## config.mk

```make
export PLATFORM = sky130hd
export DESIGN_NAME = jmex_core
export DESIGN_NICKNAME = d
export VERILOG_FILES = /design/src/inc/jmex_pkg.sv /design/src/inc/jmex_exec_if.sv /design/src/verilog/jmex_core.sv /design/src/verilog/jmex_branch_unit.sv
export VERILOG_INCLUDE_DIRS = /design/src /design/src/inc
export SDC_FILE = /design/constraint.sdc
export NUM_CORES = 1
export LEC_CHECK = 0
export ABC_AREA = 1
export BUFFER_PORTS_ARGS = -buffer_cell sky130_fd_sc_hd__buf_2
export CORE_MARGIN = 4
export CORE_UTILIZATION = 42
export CTS_CLUSTER_SIZE = 16
export DETAILED_ROUTE_END_ITERATION = 6
export PLACE_DENSITY = 0.71
export REMOVE_ABC_BUFFERS = 1
export SLEW_MARGIN = 20
export SYNTH_ARGS = -nofsm -noshare
export SYNTH_HDL_FRONTEND = slang
export SYNTH_SLANG_ARGS = --single-unit
```

## constraint.sdc

```tcl
create_clock -name clk -period 6.1 [get_ports clk]
set_clock_uncertainty 0.1 [all_clocks]
set_input_delay 0.305 -clock clk [delete_from_list [all_inputs] [get_ports clk]]
set_output_delay 0.305 -clock clk [all_outputs]
set_load 0.005 [all_outputs]
```

## src/inc/jmex_map.svh

```systemverilog
`ifndef JMEX_MAP_SVH
`define JMEX_MAP_SVH

// ==========================================
// register offsets (byte addresses)
`define JMEX_AXI_AW 8
`define JMEX_OFF_INSTR 8'h00
`define JMEX_OFF_PC 8'h04
`define JMEX_OFF_SR 8'h08
`define JMEX_OFF_SRC 8'h0c
`define JMEX_OFF_DST 8'h10
`define JMEX_OFF_STAT 8'h14

// ==========================================
// reset values
`define JMEX_RST_PC 16'h0000
`define JMEX_RST_SR 16'h0000
`define JMEX_RST_WORD 16'h0000

// ==========================================
// status word bit positions
`define JMEX_SR_C 0
`define JMEX_SR_Z 1
`define JMEX_SR_N 2
`define JMEX_SR_V 8

// ==========================================
// result status bits
`define JMEX_ST_TAKEN 0
`define JMEX_ST_JUMP 1
`define JMEX_ST_MOVE 2
`define JMEX_ST_IDLE 3
`define JMEX_ST_UNSUP 4

// ==========================================
// instruction encoding
`define JMEX_JUMP_OP 3'h1
`define JMEX_MOVE_OP 4'h4
`define JMEX_MOVE_BYTE 6
`define JMEX_CG_REG 4'h3
`define JMEX_IDLE_WORD 16'h4303
`define JMEX_INSTR_STEP 16'h0002
`define JMEX_COND_NE 3'h0
`define JMEX_COND_EQ 3'h1
`define JMEX_COND_NC 3'h2
`define JMEX_COND_C 3'h3
`define JMEX_COND_N 3'h4
`define JMEX_COND_GE 3'h5
`define JMEX_COND_L 3'h6
`define JMEX_COND_AL 3'h7

// ==========================================
// bus answers
`define JMEX_RESP_OKAY 2'h0
`define JMEX_RESP_SLVERR 2'h2
`endif

```

## src/inc/jmex_pkg.sv

```systemverilog
package jmex_pkg;
    typedef logic [15:0] jmex_word_t;
    typedef enum logic [1:0] {jmex_kind_other, jmex_kind_jump, jmex_kind_move, jmex_kind_idle} jmex_kind_t;
endpackage

```

## src/inc/jmex_exec_if.sv

```systemverilog
`timescale 1ns/1ps
interface jmex_exec_if;
    import jmex_pkg::*;
    jmex_word_t instr;
    jmex_word_t pc;
    jmex_word_t sr;
    jmex_word_t src;
    jmex_kind_t kind;
    logic taken;
    jmex_word_t next_pc;
    jmex_word_t move_value;
    logic dst_write;
    modport core (output instr, output pc, output sr, output src,
                  input kind, input taken, input next_pc, input move_value, input dst_write);
    modport unit (input instr, input pc, input sr, input src,
                  output kind, output taken, output next_pc, output move_value, output dst_write);
endinterface

```

## src/verilog/jmex_core.sv

```systemverilog
`timescale 1ns/1ps
`include "jmex_map.svh"
module jmex_core
    import jmex_pkg::*;
(
    // clock and reset
    input wire logic clk,
    input wire logic rst,
    // write address channel
    input wire logic [`JMEX_AXI_AW-1:0] s_axi_awaddr,
    input wire logic s_axi_awvalid,
    output logic s_axi_awready,
    // write data channel
    input wire logic [31:0] s_axi_wdata,
    input wire logic [3:0] s_axi_wstrb,
    input wire logic s_axi_wvalid,
    output logic s_axi_wready,
    // write response channel
    output logic [1:0] s_axi_bresp,
    output logic s_axi_bvalid,
    input wire logic s_axi_bready,
    // read address channel
    input wire logic [`JMEX_AXI_AW-1:0] s_axi_araddr,
    input wire logic s_axi_arvalid,
    output logic s_axi_arready,
    // read data channel
    output logic [31:0] s_axi_rdata,
    output logic [1:0] s_axi_rresp,
    output logic s_axi_rvalid,
    input wire logic s_axi_rready
);
    // ==========================================
    // helpers

    // merge the two low byte lanes into a 16-bit register
    function automatic jmex_word_t apply_strb(input jmex_word_t old, input logic [31:0] data,
                                              input logic [3:0] strb);
        jmex_word_t res;
        res = old;
        if (strb[0]) begin
            res[7:0] = data[7:0];
        end
        if (strb[1]) begin
            res[15:8] = data[15:8];
        end
        return res;
    endfunction

    // true when the offset names a register of this block
    function automatic logic is_mapped(input logic [`JMEX_AXI_AW-1:0] a);
        return (a == `JMEX_OFF_INSTR) || (a == `JMEX_OFF_PC) || (a == `JMEX_OFF_SR) ||
               (a == `JMEX_OFF_SRC) || (a == `JMEX_OFF_DST) || (a == `JMEX_OFF_STAT);
    endfunction

    // ==========================================
    // state
    logic awready_q;
    logic wready_q;
    logic bvalid_q;
    logic [1:0] bresp_q;
    logic arready_q;
    logic rvalid_q;
    logic [1:0] rresp_q;
    logic [31:0] rdata_q;
    logic aw_have_q;
    logic w_have_q;
    logic [`JMEX_AXI_AW-1:0] awaddr_q;
    logic [31:0] wdata_q;
    logic [3:0] wstrb_q;
    jmex_word_t instr_q;
    logic exec_q;
    jmex_word_t pc_q;
    jmex_word_t sr_q;
    jmex_word_t src_q;
    jmex_word_t dst_q;
    jmex_word_t stat_q;
    jmex_word_t pc_d;
    jmex_word_t dst_d;
    jmex_word_t stat_d;
    logic [31:0] rdata_d;
    logic do_write;
    logic aw_hs;
    logic w_hs;
    logic wr_instr;
    logic wr_pc;
    logic wr_sr;
    logic wr_src;
    logic wr_dst;

    jmex_exec_if ex ();

    // ==========================================
    // execution unit hookup
    assign ex.instr = instr_q;
    assign ex.pc = pc_q;
    assign ex.sr = sr_q;
    assign ex.src = src_q;

    jmex_branch_unit u_unit (
        .ex(ex.unit)
    );

    // ==========================================
    // write decode
    assign aw_hs = s_axi_awvalid && awready_q;
    assign w_hs = s_axi_wvalid && wready_q;
    // both halves present and no answer pending
    assign do_write = aw_have_q && w_have_q && !bvalid_q;
    assign wr_instr = do_write && (awaddr_q == `JMEX_OFF_INSTR);
    assign wr_pc = do_write && (awaddr_q == `JMEX_OFF_PC);
    assign wr_sr = do_write && (awaddr_q == `JMEX_OFF_SR);
    assign wr_src = do_write && (awaddr_q == `JMEX_OFF_SRC);
    assign wr_dst = do_write && (awaddr_q == `JMEX_OFF_DST);

    // ==========================================
    // write address capture
    // address kept in a flop so a late data beat still finds it
    always_ff @(posedge clk or posedge rst) begin
        if (rst) begin
            awready_q <= 1'b1;
            aw_have_q <= 1'b0;
            awaddr_q <= '0;
        end else if (aw_hs) begin
            awready_q <= 1'b0;
            aw_have_q <= 1'b1;
            awaddr_q <= s_axi_awaddr;
        end else if (do_write) begin
            aw_have_q <= 1'b0;
        end else if (bvalid_q && s_axi_bready) begin
            awready_q <= 1'b1;
        end
    end

    // ==========================================
    // write data capture
    always_ff @(posedge clk or posedge rst) begin
        if (rst) begin
            wready_q <= 1'b1;
            w_have_q <= 1'b0;
            wdata_q <= 32'h0000_0000;
            wstrb_q <= 4'h0;
        end else if (w_hs) begin
            wready_q <= 1'b0;
            w_have_q <= 1'b1;
            wdata_q <= s_axi_wdata;
            wstrb_q <= s_axi_wstrb;
        end else if (do_write) begin
            w_have_q <= 1'b0;
        end else if (bvalid_q && s_axi_bready) begin
            wready_q <= 1'b1;
        end
    end

    // ==========================================
    // write response; channels reopen only after it is taken
    always_ff @(posedge clk or posedge rst) begin
        if (rst) begin
            bvalid_q <= 1'b0;
            bresp_q <= `JMEX_RESP_OKAY;
        end else if (do_write) begin
            bvalid_q <= 1'b1;
            bresp_q <= is_mapped(awaddr_q) ? `JMEX_RESP_OKAY : `JMEX_RESP_SLVERR;
        end else if (bvalid_q && s_axi_bready) begin
            bvalid_q <= 1'b0;
        end
    end

    // ==========================================
    // instruction latch and one-cycle execute strobe
    always_ff @(posedge clk or posedge rst) begin
        if (rst) begin
            instr_q <= `JMEX_RST_WORD;
            exec_q <= 1'b0;
        end else begin
            exec_q <= wr_instr;
            if (wr_instr) begin
                instr_q <= apply_strb(instr_q, wdata_q, wstrb_q);
            end
        end
    end

    // ==========================================
    // program counter; a no-op still steps past itself
    // software load wins, though it never meets an execute strobe
    always_comb begin
        pc_d = pc_q;
        if (wr_pc) begin
            pc_d = apply_strb(pc_q, wdata_q, wstrb_q);
        end else if (exec_q) begin
            pc_d = ex.next_pc;
        end
    end

    always_ff @(posedge clk or posedge rst) begin
        if (rst) begin
            pc_q <= `JMEX_RST_PC;
        end else begin
            pc_q <= pc_d;
        end
    end

    // ==========================================
    // status word: only software writes it, execution never does
    always_ff @(posedge clk or posedge rst) begin
        if (rst) begin
            sr_q <= `JMEX_RST_SR;
        end else if (wr_sr) begin
            sr_q <= apply_strb(sr_q, wdata_q, wstrb_q);
        end
    end

    // ==========================================
    // source operand, left intact by a copy
    always_ff @(posedge clk or posedge rst) begin
        if (rst) begin
            src_q <= `JMEX_RST_WORD;
        end else if (wr_src) begin
            src_q <= apply_strb(src_q, wdata_q, wstrb_q);
        end
    end

    // ==========================================
    // destination operand
    // a copy into the constant generator leaves it untouched
    always_comb begin
        dst_d = dst_q;
        if (wr_dst) begin
            dst_d = apply_strb(dst_q, wdata_q, wstrb_q);
        end else if (exec_q && ex.dst_write) begin
            dst_d = ex.move_value;
        end
    end

    always_ff @(posedge clk or posedge rst) begin
        if (rst) begin
            dst_q <= `JMEX_RST_WORD;
        end else begin
            dst_q <= dst_d;
        end
    end

    // ==========================================
    // result of the last executed word
    // one-hot kind plus taken, so software sees a single class
    always_comb begin
        stat_d = `JMEX_RST_WORD;
        stat_d[`JMEX_ST_TAKEN] = ex.taken;
        stat_d[`JMEX_ST_JUMP] = (ex.kind == jmex_kind_jump);
        stat_d[`JMEX_ST_MOVE] = (ex.kind == jmex_kind_move);
        stat_d[`JMEX_ST_IDLE] = (ex.kind == jmex_kind_idle);
        // unknown words leave pc, sr, src and dst as they were
        stat_d[`JMEX_ST_UNSUP] = (ex.kind == jmex_kind_other);
    end

    always_ff @(posedge clk or posedge rst) begin
        if (rst) begin
            stat_q <= `JMEX_RST_WORD;
        end else if (exec_q) begin
            stat_q <= stat_d;
        end
    end

    // ==========================================
    // read mux; registers sit in the low half, upper half zero
    always_comb begin
        case (s_axi_araddr)
            `JMEX_OFF_INSTR: rdata_d = {16'h0000, instr_q};
            `JMEX_OFF_PC: rdata_d = {16'h0000, pc_q};
            `JMEX_OFF_SR: rdata_d = {16'h0000, sr_q};
            `JMEX_OFF_SRC: rdata_d = {16'h0000, src_q};
            `JMEX_OFF_DST: rdata_d = {16'h0000, dst_q};
            `JMEX_OFF_STAT: rdata_d = {16'h0000, stat_q};
            default: rdata_d = 32'h0000_0000;
        endcase
    end

    // ==========================================
    // read channel; data sampled at the address handshake
    always_ff @(posedge clk or posedge rst) begin
        if (rst) begin
            arready_q <= 1'b1;
            rvalid_q <= 1'b0;
            rresp_q <= `JMEX_RESP_OKAY;
            rdata_q <= 32'h0000_0000;
        end else if (s_axi_arvalid && arready_q) begin
            arready_q <= 1'b0;
            rvalid_q <= 1'b1;
            rresp_q <= is_mapped(s_axi_araddr) ? `JMEX_RESP_OKAY : `JMEX_RESP_SLVERR;
            rdata_q <= rdata_d;
        end else if (rvalid_q && s_axi_rready) begin
            rvalid_q <= 1'b0;
            arready_q <= 1'b1;
        end
    end

    // ==========================================
    // outputs straight from flops
    assign s_axi_awready = awready_q;
    assign s_axi_wready = wready_q;
    assign s_axi_bvalid = bvalid_q;
    assign s_axi_bresp = bresp_q;
    assign s_axi_arready = arready_q;
    assign s_axi_rvalid = rvalid_q;
    assign s_axi_rresp = rresp_q;
    assign s_axi_rdata = rdata_q;
endmodule

```

## src/verilog/jmex_branch_unit.sv

```systemverilog
`timescale 1ns/1ps
`include "jmex_map.svh"
module jmex_branch_unit
    import jmex_pkg::*;
(
    // decode side
    jmex_exec_if.unit ex
);
    logic cond_ok;
    logic c_f;
    logic z_f;
    logic n_f;
    logic v_f;
    jmex_word_t seq_pc;
    jmex_word_t offs;

    // ==========================================
    // flags and addresses
    assign c_f = ex.sr[`JMEX_SR_C];
    assign z_f = ex.sr[`JMEX_SR_Z];
    assign n_f = ex.sr[`JMEX_SR_N];
    assign v_f = ex.sr[`JMEX_SR_V];
    // every handled instruction is one word long
    assign seq_pc = ex.pc + `JMEX_INSTR_STEP;
    // sign-extend and double: 10-bit field reaches -512..+511 words of seq_pc
    assign offs = {{5{ex.instr[9]}}, ex.instr[9:0], 1'b0};

    // ==========================================
    // condition test
    always_comb begin
        case (ex.instr[12:10])
            `JMEX_COND_NE: cond_ok = ~z_f;
            `JMEX_COND_EQ: cond_ok = z_f;
            `JMEX_COND_NC: cond_ok = ~c_f;
            `JMEX_COND_C: cond_ok = c_f;
            `JMEX_COND_N: cond_ok = n_f;
            `JMEX_COND_GE: cond_ok = ~(n_f ^ v_f);
            `JMEX_COND_L: cond_ok = n_f ^ v_f;
            `JMEX_COND_AL: cond_ok = 1'b1;
            default: cond_ok = 1'b0;
        endcase
    end

    // ==========================================
    // classify and compute results
    always_comb begin
        ex.kind = jmex_kind_other;
        ex.taken = 1'b0;
        ex.next_pc = ex.pc;
        ex.move_value = ex.src;
        ex.dst_write = 1'b0;
        if (ex.instr[15:13] == `JMEX_JUMP_OP) begin
            ex.kind = jmex_kind_jump;
            ex.taken = cond_ok;
            ex.next_pc = cond_ok ? seq_pc + offs : seq_pc;
        end else if (ex.instr == `JMEX_IDLE_WORD) begin
            // constant-generator target swallows the write
            ex.kind = jmex_kind_idle;
            ex.next_pc = seq_pc;
        end else if (ex.instr[15:12] == `JMEX_MOVE_OP) begin
            ex.kind = jmex_kind_move;
            ex.next_pc = seq_pc;
            ex.dst_write = (ex.instr[3:0] != `JMEX_CG_REG);
            if (ex.instr[`JMEX_MOVE_BYTE]) begin
                ex.move_value = {8'h00, ex.src[7:0]};
            end
        end
    end
endmodule

```

; ---- After elaboration in Yosys (flattened, before gate mapping)
; Index checks and enable logic that the tools add are counted.
; W data, S select, Z words.
[word_totals]
ff_bits = 155
out_inout_bits = 41
[op_classes]
n_reduce_logical = 49
bitwise_logic = 4
addsub = 2
mux = 38
eq_ne = 30
[op_table]
columns = cell, n
row1 = $mux W16, 12
row2 = $pmux W16 S6, 1
row3 = $eq A8 B4 Y1 const B, 4
row4 = $eq A8 B5 Y1 const B, 4
row5 = $reduce_and A2 Y1, 10
row6 = $mux W1, 17
row7 = $add A16 B16 Y16, 1
row8 = $add A16 B2 Y16 const B, 1
row9 = $eq A16 B15 Y1 const B, 1
row10 = $eq A8 B3 Y1 const B, 2
row11 = $logic_not A8 Y1, 2
row12 = $mux W8, 2
row13 = $reduce_bool A2 Y1, 8
row14 = $logic_and A1 B1 Y1, 13
row15 = $eq A3 B3 Y1 const B, 4
row16 = $logic_or A1 B1 Y1, 10
row17 = $mux W2, 5
row18 = $ne A2 B2 Y1 const B, 4
row19 = $pmux W1 S8, 1
row20 = $eq A3 B1 Y1 const B, 2
row21 = $eq A3 B2 Y1 const B, 2
row22 = $reduce_and A3 Y1, 2
row23 = $eq A2 B2 Y1 const B, 2
row24 = $eq A4 B3 Y1 const B, 1
row25 = other kinds (9), 12

; ---- Longest topological paths before layout
; Gate-level depths: netlist (run 1).
[logic_depth]
ltp_word = 7
depth_mapped = 20
ltp_nobuf = 20

; ---- Hierarchy
; Synthesis (run 1) repeated with hierarchy kept, for this count alone.
[unflattened]
hier_cells = 1203
area_unflattened_um2 = 8807.2
[by_module_without_submodules]
columns = module, n_inst, cells_per_inst, seq_area_each_um2, area_each_um2
row1 = jmex_core, 1, 812, 3432.0, 6690.2
row2 = jmex_branch_unit, 1, 391, 0.0, 2117.0

; ---- Worst setup path before layout (run 1)
; OpenSTA, ideal clock, no wires.
[synth_timing]
path_kind = register -> register
startpoint = register pc_q[1], in the netlist ex.pc[1]
endpoint = register pc_q[15], in the netlist ex.pc[15]
setup_slack_ns = 3.647
n_path_buf = 0
path_stages_with_launch = 20
arrival_time_ns = 2.236
path_cell_list = dfrtp_1 > ha_1 > nand2_1 > nor2_1 > nand3b_1 > nor2_1 > xor2_1 > ha_1 > nand2_1 > inv_1 > nand2_1 > nand2_1 > a21oi_1 > nand2_1 > nand2_1 > nand3_1 > nand2_1 > nand3_1 > nand2_1 > nand2_1
[synth_via]
elab_chain_len = 6
elab_cells_between_ends = 8
[synth_rtl]
columns = item, line_no
row1 = from (decl), jmex_core.sv:72  ; jmex_word_t pc_q;
row2 = from (signal assigned), jmex_core.sv:196  ; pc_q <= `JMEX_RST_PC;
row3 = from (signal assigned), jmex_core.sv:198  ; pc_q <= pc_d;
row4 = $add A16 B2 Y16 (no source line) *, -
row5 = $add A16 B16 Y16 / $mux W16 (equally long branches), "jmex_branch_unit.sv:55, jmex_branch_unit.sv:60"
row6 = $mux W16 (on tied branches), "jmex_branch_unit.sv:55, jmex_branch_unit.sv:56"
row7 = $mux W16 *, jmex_branch_unit.sv:52  ; if (ex.instr[15:13] == `JMEX_JUMP_OP) begin
row8 = $mux W16 *, jmex_core.sv:189  ; end else if (exec_q) begin
row9 = $mux W16 *, jmex_core.sv:187  ; if (wr_pc) begin
; Every way passes the cells marked *; elsewhere a longest branch is shown, timed or not. The select of a mux whose other input is x is not followed.
; A chain may end at the register's enable or synchronous reset.

; ---- Final worst setup path (run 1)
[layout_timing]
startpoint = register pc_q[2], in the netlist ex.pc[2]
endpoint = register pc_q[14], in the netlist ex.pc[14]
; Same word-level chain as after synthesis.

==> impl_results.md, run 1 <==
- Status: complete, no violations
- Slew @ Worst Pin: ~1000 ps
- Critical path class: reg2reg
- Achievable frequency: 341.9 MHz
- Post-CTS setup buffers: 0
- Routed WL: roughly 21000 um
- Top FF cell, synth: dfrtp_1
- Final Critical Period: between 2000 and 3000 ps
- Vias in the first global route: roughly 6400
- Total grt overflow: 0
- Area post-placement: around 0.0083 sq mm
- Clock Path Buffers: 2
- Boundary pin count: 100
- Via/cell ratio: about 5.2
- DR pass1 iterations: 5
- Final critical-path share of the clock period: 47.94%
- Arr. time, crit path: 3130 ps
- Flop2flop setup slack: approximately 3200 ps
- Post-route setup slack: approximately 3200 ps
- Worst Path Max Fanout: 5
- Die area: between 0.02 and 0.025 sq mm
- Fin area: around 0.009 sq mm
- Place WS: approximately 3200 ps
- Synth top area share: 42.71%
- Core Footprint: 0.01815 sq mm
- Final nets: 1154
- CTS root buf: clkbuf_16
- Clk pin slew, worst setup/hold paths: around 60 ps
- Top post-synthesis cells by area: dfrtp_1 43%, nand2_1 13%, inv_1 5.3%
- Sequential area share after synthesis: roughly 44%
- Vias: 6887
- Worst hold path class: in2reg
- Die height: between 100 and 150 um
- Post-synth EDFFs: 0
- Routed Antenna Nets: 0
- Largest net degree at the start of global routing: between 80 and 90
- Reg2reg start: ex.pc[2]$_DFFE_PP0P_
- Port-buffer cells: between 60 and 70
- Crit end category: register
- Synth async-reset ratio: 100.0%
- Slew Limit Fails: 0
- CTS resizes: 0
- Initial antenna violation count: 0
- Syn. warnings: 0
- Critical path endpoint: ex.pc[14]$_DFFE_PP0P_
- DP HPWL: around 15000 um
- Max-slew headroom: between 30% and 40%
- Worst vdd ir: between 300 and 400 uV
- Sink Count: around 140
- Post-synth top cells: 278 x nand2_1, 134 x dfrtp_1, 110 x inv_1
- Largest area contributor in the netlist: dfrtp_1
- Mapped Area: about 0.008 sq mm
- FF+latch count, synth: 137
- First-pass GRT wire length: approximately 33000 um
- Leak: 4.513 nW
- R2r endpoint: ex.pc[14]$_DFFE_PP0P_
- Die width: 144.7 um
- Pwr Density: between 300 and 400 mW/mm^2
- GRT Overall Usage: 20.31%
- Initial drt markers: between 400 and 500
- Area growth syn-to-layout: 13.34%
- Initial Util: a little over two fifths
- Diodes inserted: 0
- Worst endpoint required time: roughly 6300 ps
- Wirelength per Cell: between 15 and 20 um
- Mapped Cells: approximately 1000
- FP Rows: between 40 and 50
- Synth unique cells: roughly 50
- Most instantiated library cell after synthesis: nand2_1
- Fin. Hold Viols: 0
- Worst skew pair latency: between 400 and 500 ps
- Unrepaired setup endpoints after global routing: false
- R2R depth: 16
- Crit path from: ex.pc[2]$_DFFE_PP0P_
- Synthesized area per cell: between 7 and 8 sq um
- GP Congestion: 0.9153
- H-tree depth: 4
- Num CTS Buffers: 17
- Proportion of layout cells with a drive suffix above 1: roughly 14%
- CTS tree: built
- Max_cap viols: 0
- Setup TNS: 0 ps
- Final core utilization: about 50%
- Startpoint Class: register
- Final setup fails: 0
- Detailed-route DRC error count: 0
-- where the power goes --
part	total, mW	internal, mW	switching (mW)
Clock	1.06	0.663	0.393
Sequential	1.27	1.11	0.156
Combinational	0.637	0.210	0.427
-- sequential cells by signal, indices dropped and copies added, names as in the netlist, 2 cells and up --
signal	cells
awaddr_q	8
dst_q	16
ex.instr	16
ex.pc	16
ex.sr	16
ex.src	16
s_axi_rdata	16
stat_q	5
wdata_q	16
wstrb_q	2
-- through the flow --
stage / power [mW] / hold WS, ps / std cells
global placement: 1.886 / 279.0 / 1283
floorplan: 1.674 / 301.4 / 987
global route: 3.121 / 21.74 / 1317
CTS: 2.973 / 4.568 / 1317
detailed placement: 1.912 / 284.5 / 1283
finish: 2.958 / 7.332 / 1317
-- worst min-delay path by stage --
stage	from	to	slack, ps	cells past startpoint
after CTS	s_axi_rready	s_axi_rvalid$_DFFE_PP0P_	5	2
after global placement	rst	s_axi_bvalid$_DFFE_PP0P_	280	2
after floorplan	s_axi_bready	s_axi_bvalid$_DFFE_PP0P_	300	1
final	s_axi_rready	s_axi_rvalid$_DFFE_PP0P_	7	2
after global routing	s_axi_awaddr[6]	awaddr_q[6]$_DFFE_PP0P_	20	2
after detailed placement	rst	s_axi_bvalid$_DFFE_PP0P_	280	2
-- cell families after synthesis --
logic type | after synthesis | share of synthesized area (%)
buffers and inverters | 163 | 9.291
other | 1 | 0.04776
flip-flops | 137 | 43.71
XOR/XNOR | 13 | 1.450
multiplexers | 5 | 0.7171
AND/OR/NAND/NOR | 464 | 25.78
AO/OA/AOI/OAI | 214 | 15.71
adder cells (fa/ha/maj) | 20 | 3.283
-- area by class of cell --
cell class                 count  area, sq um
clock buffer                  20        456.7
clock inverter                12        150.1
fill                        1762         9249
inverter                     116        440.4
multi-input combinational    734         3764
sequential                   137         3432
tap                          229        286.5
timing repair buffer          69        369.1
-- per-layer routing --
metal  track usage (%)  vias to the layer above  wire [um]
met1             28.47                     3262       9548
met3             2.859                       27        882
li1                  -                     3418          -
met5                 0                        -          0
met2             32.99                      180       9838
met4             6.038                        0        444
-- layout by cell type, fill, tap and decap left out, types with 7 or more instances in the layout --
cell type  netlist  layout
a21oi_1         49      49
a31oi_1          9       9
buf_2           10      63
clkbuf_16        0      17
conb_1           1      18
dfrtp_1        134     134
ha_1            19      19
inv_1          110     109
nand2_1        278     278
nand3_1         64      64
nand4_1         15      15
nor2_1          68      68
nor3_1          10       8
o211ai_1         7       7
o21ai_0         75      75
o21ai_1         35      35
o21ai_2         10      10
o22ai_1         10      10
xor2_1          12      12
-- worst max-delay path: stages, from the launching register on --
cell and delay [ps]:
dfrtp_1 440, ha_1 180, nand2_1 70, nor3_2 290, xor2_1 220, inv_1 60, ha_1 330, a21oi_1 300
nor2_1 70, nor2_1 140, inv_1 50, a21oi_1 190, nand3_1 100, nand3_1 100, nand2_1 70, nand2_1 60
nand2_1 50
-- timing repair --
action,CTS,global route
hold buffers,2,0
setup endpoints to repair,0,0
endpoints found under the hold margin,52,0
Note: power is estimated with default switching activity, not from simulation.
==> run 2: changes to the inputs <==
Settings changed: PLACE_DENSITY 0.71 to 0.73.
Clock period 6.1 ns to 2.6 ns, I/O delays scaled along.
==> impl_results.md, run 2 (synthesis gave the netlist of run 1 again) <==
- Status: finished with violations (was complete, no violations)
- Violated checks: negative setup slack
- H-tree depth: 4 (unchanged)
- Num CTS Buffers: 17 (unchanged)
- GP Congestion: 0.8987 (was 0.9153)
- Place WS: -99.46 ps (was 3207 ps)
- Slowest-stage cell, CP: dfrtp_1 (unchanged)
- Achievable frequency: 374.0 MHz (was 341.9 MHz)
- Initial drt markers: 539 (was 479)
- Die area: 0.02095 sq mm (unchanged)
- Fin area: 0.009826 sq mm (was 0.008899 sq mm)
- Power Total: 7.124 mW (was 2.958 mW)
- Leak: 4.954 nW (was 4.513 nW)
- Max-slew headroom: 47.68% (was 32.93%)
- Largest net degree at the start of global routing: 86 (was 84)
- GRT Overall Usage: 21.08% (was 20.31%)
- Vias in the first global route: 6898 (was 6437)
- Final nets: 1231 (was 1154)
- Final Non-Filler Cells: 1394 (was 1317)
- Die height: 144.7 um (unchanged)
- Fillers: 1626 (was 1762)
- Worst endpoint required time: 2820 ps (was 6310 ps)
- Core Footprint: 0.01815 sq mm (unchanged)
- Clock Path Buffers: 2 (unchanged)
- R2r endpoint: ex.pc[15]$_DFFE_PP0P_ (was ex.pc[14]$_DFFE_PP0P_)
- Wirelength per Cell: 15.52 um (was 15.73 um)
- Pwr Density: 725.0 mW/mm^2 (was 332.4 mW/mm^2)
- Flop2flop setup slack: -70 ps (was 3180 ps)
- Startpoint Class: register (unchanged)
- Worst vdd ir: 622.3 uV (was 323.2 uV)
- CP Cell Sequence: ha_2, nand2_2, nor3_2, xor2_1, inv_1, ha_4, buf_4, nand2_2, nor2_2, and2_1, nand2_2, nand3_2, nand3_1, nand2_1, nand3_2, nand2_1, nand2_1 (was ha_1, nand2_1, nor3_2, xor2_1, inv_1, ha_1, a21oi_1, nor2_1, nor2_1, inv_1, a21oi_1, nand3_1, nand3_1, nand2_1, nand2_1, nand2_1)
- Routed Antenna Nets: 0 (unchanged)
- Clk pin slew, worst setup/hold paths: 60 ps (about the same)
- Final setup fails: 3 (was 0)
- Most common cell after layout, fill and taps aside: nand2_1 (unchanged)
- Area post-placement: 0.008598 sq mm (was 0.008268 sq mm)
- Critical path class: reg2reg (unchanged)
- Highest Signal Layer: met4 (unchanged)
- Register area: 0.003432 sq mm (unchanged)
- Setup TNS: -107.5 ps (was 0 ps)
- First-pass GRT wire length: 34740 um (was 33160 um)
- Fin. Hold Viols: 0 (unchanged)
- Reg2reg start: ex.pc[2]$_DFFE_PP0P_ (unchanged)
- Worst Path Max Fanout: 4 (was 5)
- Initial antenna violation count: 0 (unchanged)
- Slowest stage delay, CP: 400 ps (was 440 ps)
- Post-route setup slack: -73.68 ps (was 3176 ps)
- Routed WL: 21630 um (was 20710 um)
- Final critical-path share of the clock period: 102.8% (was 47.94%)
- Met2 WL: 10570 um (was 9838 um)
- Via/cell ratio: 5.235 (was 5.229)
- Slew @ Worst Pin: 784.8 ps (was 1001 ps)
- Final Critical Period: 2674 ps (was 2924 ps)
- Final core utilization: 54.14% (was 49.03%)
- CTS tree: built (unchanged)
- Arr. time, crit path: 2890 ps (was 3130 ps)
- Commonest non-fill, non-tap cells in the layout: 264 x nand2_1, 134 x dfrtp_1, 108 x inv_1, 69 x o21ai_0, 63 x buf_2 (was 278 x nand2_1, 134 x dfrtp_1, 109 x inv_1, 75 x o21ai_0, 68 x nor2_1)
- Unrepaired setup endpoints after global routing: true (was false)
- WHS Path Cells: 5 (was 2)
- Cell count after placement: 1326 (was 1283)
- Die width: 144.7 um (unchanged)
- Diodes inserted: 0 (unchanged)
- Crit path from: ex.pc[2]$_DFFE_PP0P_ (unchanged)
- Multi-input gate area: 0.004018 sq mm (was 0.003764 sq mm)
- Detailed-route DRC error count: 0 (unchanged)
- DR pass1 iterations: 5 (unchanged)
- Slew Limit Fails: 0 (unchanged)
- Worst skew pair latency: 420 ps (about the same)
- R2R depth: 17 (was 16)
- Vias: 7297 (was 6887)
- Initial Util: 43.26% (unchanged)
- Max_cap viols: 0 (unchanged)
- Area growth syn-to-layout: 25.15% (was 13.34%)
- Worst hold path class: in2reg (unchanged)
- Metal-1 WL: 9481 um (was 9548 um)
- DP HPWL: 15500 um (was 15230 um)
- Boundary pin count: 100 (unchanged)
- Port-buffer cells: 63 (unchanged)
- Crit end category: register (unchanged)
- Proportion of layout cells with a drive suffix above 1: 21.55% (was 14.15%)
- Total grt overflow: 0 (unchanged)
- Critical path endpoint: ex.pc[15]$_DFFE_PP0P_ (was ex.pc[14]$_DFFE_PP0P_)
- Met3 WL post-DR: 1200 um (was 882 um)
- CTS root buf: clkbuf_16 (unchanged)
- Sink Count: 137 (unchanged)
- FP Rows: 49 (unchanged)
- Hold slack: 29.79 ps (was 7.332 ps)
[run 2: changes by cell type in the layout (fill, tap and decap cells not counted), sizes merged]
cell,before,now
buf,67,116
clkinvlp,0,2
bufinv,3,4
dlygate4sd3,2,30
clkinv,9,6
[run 2: worst min-delay path by stage]
stage                     from                          to
2_1_floorplan     s_axi_bready    s_axi_bvalid$_DFFE_PP0P_
3_3_place_gp               rst      wdata_q[1]$_DFFE_PP0P_
3_5_place_dp      s_axi_bready    s_axi_bvalid$_DFFE_PP0P_
4_1_cts        s_axi_araddr[1]  s_axi_rresp[1]$_DFFE_PP0P_
5_1_grt        s_axi_araddr[1]  s_axi_rresp[1]$_DFFE_PP0P_
6_report       s_axi_araddr[1]  s_axi_rresp[1]$_DFFE_PP0P_
[run 2: power by group]
group / switching [mW] / internal (mW) / total [mW]
logic: 1.05 / 0.568 / 1.62
registers: 0.370 / 2.60 / 2.97
clock network: 0.908 / 1.63 / 2.54
total: 2.33 / 4.80 / 7.12
[run 2: repair_timing]
item                                    CTS  global route
hold endpoints to repair                113             0
hold buffers                             30             0
gates resized for setup                   6            58
pin swaps                                 1            31
setup buffers                             1             5
endpoints found under the setup margin    7            11
[run 2: cell type report]
cell class,count,share of cell area (%)
Inverter,116,4.482
Timing Repair Buffer,146,10.44
Clock inverter,12,1.795
Sequential cell,137,34.93
Tap cell,229,2.916
Clock buffer,20,4.546
Multi-Input combinational cell,734,40.89
[run 2: worst max-delay path: cells and delay by family (launching register included)]
family	cells	cell delay, ps
AND/OR/NAND/NOR	12	1140
buffers and inverters	2	240
XOR/XNOR	1	210
flip-flops	1	400
adder cells (fa/ha/maj)	2	490
[run 2: layer usage]
| metal | up-vias | global-route usage [%] |
|---|---|---|
| li1 | 3584 | - |
| met5 | - | 0 |
| met3 | 34 | 3.483 |
| met4 | 0 | 5.547 |
| met1 | 3450 | 28.10 |
| met2 | 229 | 35.89 |
==> run 3: changes to the inputs <==
Settings changed: CELL_PAD_IN_SITES_DETAIL_PLACEMENT set to 0, CELL_PAD_IN_SITES_GLOBAL_PLACEMENT set to 1, CORE_MARGIN 4 to 10, CORE_UTILIZATION 42 to 39, PLACE_DENSITY 0.73 to 0.87.
==> impl_results.md, run 3 (synthesis gave the netlist of run 1 again) <==
- Arr. time, crit path: 2890 ps (about the same)
- Leak: 5.032 nW (was 4.954 nW)
- Pwr Density: 696.5 mW/mm^2 (was 725.0 mW/mm^2)
- Clock Path Buffers: 2 (unchanged)
- Initial antenna violation count: 0 (unchanged)
- DP HPWL: 16970 um (was 15500 um)
- Worst Path Max Fanout: 4 (unchanged)
- Die height: 161.9 um (was 144.7 um)
- Status: finished with violations (unchanged)
- CTS tree: built (unchanged)
- Area growth syn-to-layout: 27.86% (was 25.15%)
- Max_cap viols: 0 (unchanged)
- Max-slew headroom: 55.38% (was 47.68%)
- Total grt overflow: 0 (unchanged)
- Unrepaired setup endpoints after global routing: true (unchanged)
- Final Critical Period: 2695 ps (was 2674 ps)
- Slew @ Worst Pin: 669.2 ps (was 784.8 ps)
- Final core utilization: 51.08% (was 54.14%)
- Diodes inserted: 0 (unchanged)
- GP Congestion: 0.9169 (was 0.8987)
- First-pass GRT wire length: 37050 um (was 34740 um)
- GRT Overall Usage: 17.37% (was 21.08%)
- Initial Util: 39.95% (was 43.26%)
- Largest net degree at the start of global routing: 54 (was 86)
- Worst endpoint required time: 2790 ps (was 2820 ps)
- Startpoint Class: register (unchanged)
- DR pass1 iterations: 6 (was 5)
- Worst vdd ir: 575.5 uV (was 622.3 uV)
- Flop2flop setup slack: -100 ps (was -70 ps)
- Via/cell ratio: 5.005 (was 5.235)
- Slew Limit Fails: 0 (unchanged)
- Routed Antenna Nets: 0 (unchanged)
- Detailed-route DRC error count: 0 (unchanged)
- Worst skew pair latency: 420 ps (about the same)
- Die area: 0.02621 sq mm (was 0.02095 sq mm)
- Routed WL: 23060 um (was 21630 um)
- Vias in the first global route: 7223 (was 6898)
- Final setup fails: 4 (was 3)
- Final nets: 1247 (was 1231)
- Worst hold path class: in2reg (unchanged)
- FP Rows: 51 (was 49)
- Post-route setup slack: -95.27 ps (was -73.68 ps)
- Core Footprint: 0.01965 sq mm (was 0.01815 sq mm)
- Achievable frequency: 371.0 MHz (was 374.0 MHz)
- Most common cell after layout, fill and taps aside: nand2_1 (unchanged)
- Clk pin slew, worst setup/hold paths: 60 ps (about the same)
- Multi-input gate area: 0.004086 sq mm (was 0.004018 sq mm)
- H-tree depth: 4 (unchanged)
- Commonest non-fill, non-tap cells in the layout: 262 x nand2_1, 134 x dfrtp_1, 107 x inv_1, 66 x o21ai_0 (was 264 x nand2_1, 134 x dfrtp_1, 108 x inv_1, 69 x o21ai_0, 63 x buf_2)
- Vias: 7237 (was 7297)
- Wirelength per Cell: 15.94 um (was 15.52 um)
- Num CTS Buffers: 17 (unchanged)
- Hold slack: 17.88 ps (was 29.79 ps)
- Register area: 0.003432 sq mm (unchanged)
- Sink Count: 137 (unchanged)
- Proportion of layout cells with a drive suffix above 1: 23.29% (was 21.55%)
- Port-buffer cells: 63 (unchanged)
- Fin. Hold Viols: 0 (unchanged)
- Fillers: 1907 (was 1626)
- Die width: 161.9 um (was 144.7 um)
- Initial drt markers: 573 (was 539)
- Crit end category: register (unchanged)
- Boundary pin count: 100 (unchanged)
- Area post-placement: 0.008733 sq mm (was 0.008598 sq mm)
- CTS root buf: clkbuf_16 (unchanged)
- Final critical-path share of the clock period: 103.7% (was 102.8%)
- Violated checks: negative setup slack (unchanged)
- Fin area: 0.01004 sq mm (was 0.009826 sq mm)
- Critical path class: reg2reg (unchanged)
## run 3: where the power goes
group | leakage (nW) | switching (mW) | total, mW | internal (mW)
clock network | 0.275 | 0.917 | 2.38 | 1.46
registers | 1.80 | 0.371 | 2.97 | 2.60
logic | 2.95 | 1.06 | 1.64 | 0.583
## run 3: worst max-delay path: stages, from the launching register on
cell and delay [ps]:
dfrtp_1 410, ha_2 210, nand2_2 60, nor2_4 110
nand3b_1 170, xor2_2 230, ha_1 340, a21o_1 220
buf_4 130, a21oi_2 130, nand4_1 120, nand3_1 130
nand2_1 80, nand2_1 60, o21ai_0 70
## run 3: worst paths after layout
check                                              endpoint                         from  cells past startpoint
worst min register to register  s_axi_rdata[14]$_DFFE_PP0P_  s_axi_rdata[14]$_DFFE_PP0P_                      2
worst max register to register        ex.pc[12]$_DFFE_PP0P_         ex.pc[1]$_DFFE_PP0P_                     14
max in group asynchronous         s_axi_arready$_DFFE_PP1P_                          rst                      4
worst min-delay path             s_axi_rresp[1]$_DFFE_PP0P_              s_axi_araddr[1]                      5
min in group asynchronous            wdata_q[7]$_DFFE_PP0P_                          rst                      3
worst max-delay path                  ex.pc[12]$_DFFE_PP0P_         ex.pc[1]$_DFFE_PP0P_                     14
## run 3: metrics by stage
stage,cells,TNS [ps],total power [mW],setup slack [ps]
after global placement,1374,-67.75,4.501,-37.10
after CTS,1439,-15.06,6.986,-9.085
after detailed placement,1374,-251.0,4.563,-73.06
after global routing,1446,-1721,7.396,-316.0
after floorplan,987,-174140,3.927,-1293
final,1446,-283.2,6.992,-95.27
## run 3: repair_timing
action | CTS | global route
endpoints found under the setup margin | 8 | 11
endpoints found under the hold margin | 75 | 0
setup buffers | 3 | 7
pin swaps | 2 | 22
gates resized for setup | 10 | 75
hold buffers | 30 | 0
## run 3: per-layer routing
layer / track usage [%] / routed length [um] / vias up
li1: - / - / 3615
met4: 5.418 / 350 / 0
met2: 29.35 / 11330 / 175
met1: 22.25 / 10340 / 3424
met5: 0 / 0 / -
met3: 2.781 / 1040 / 23
## run 3: layout make-up
type / instances / share of cell area, %
clock inverter: 11 / 1.221
sequential: 137 / 34.19
tap: 265 / 3.303
multi-input combinational: 734 / 40.71
inverter: 116 / 4.387
timing repair buffer: 162 / 11.60
clock buffer: 21 / 4.587
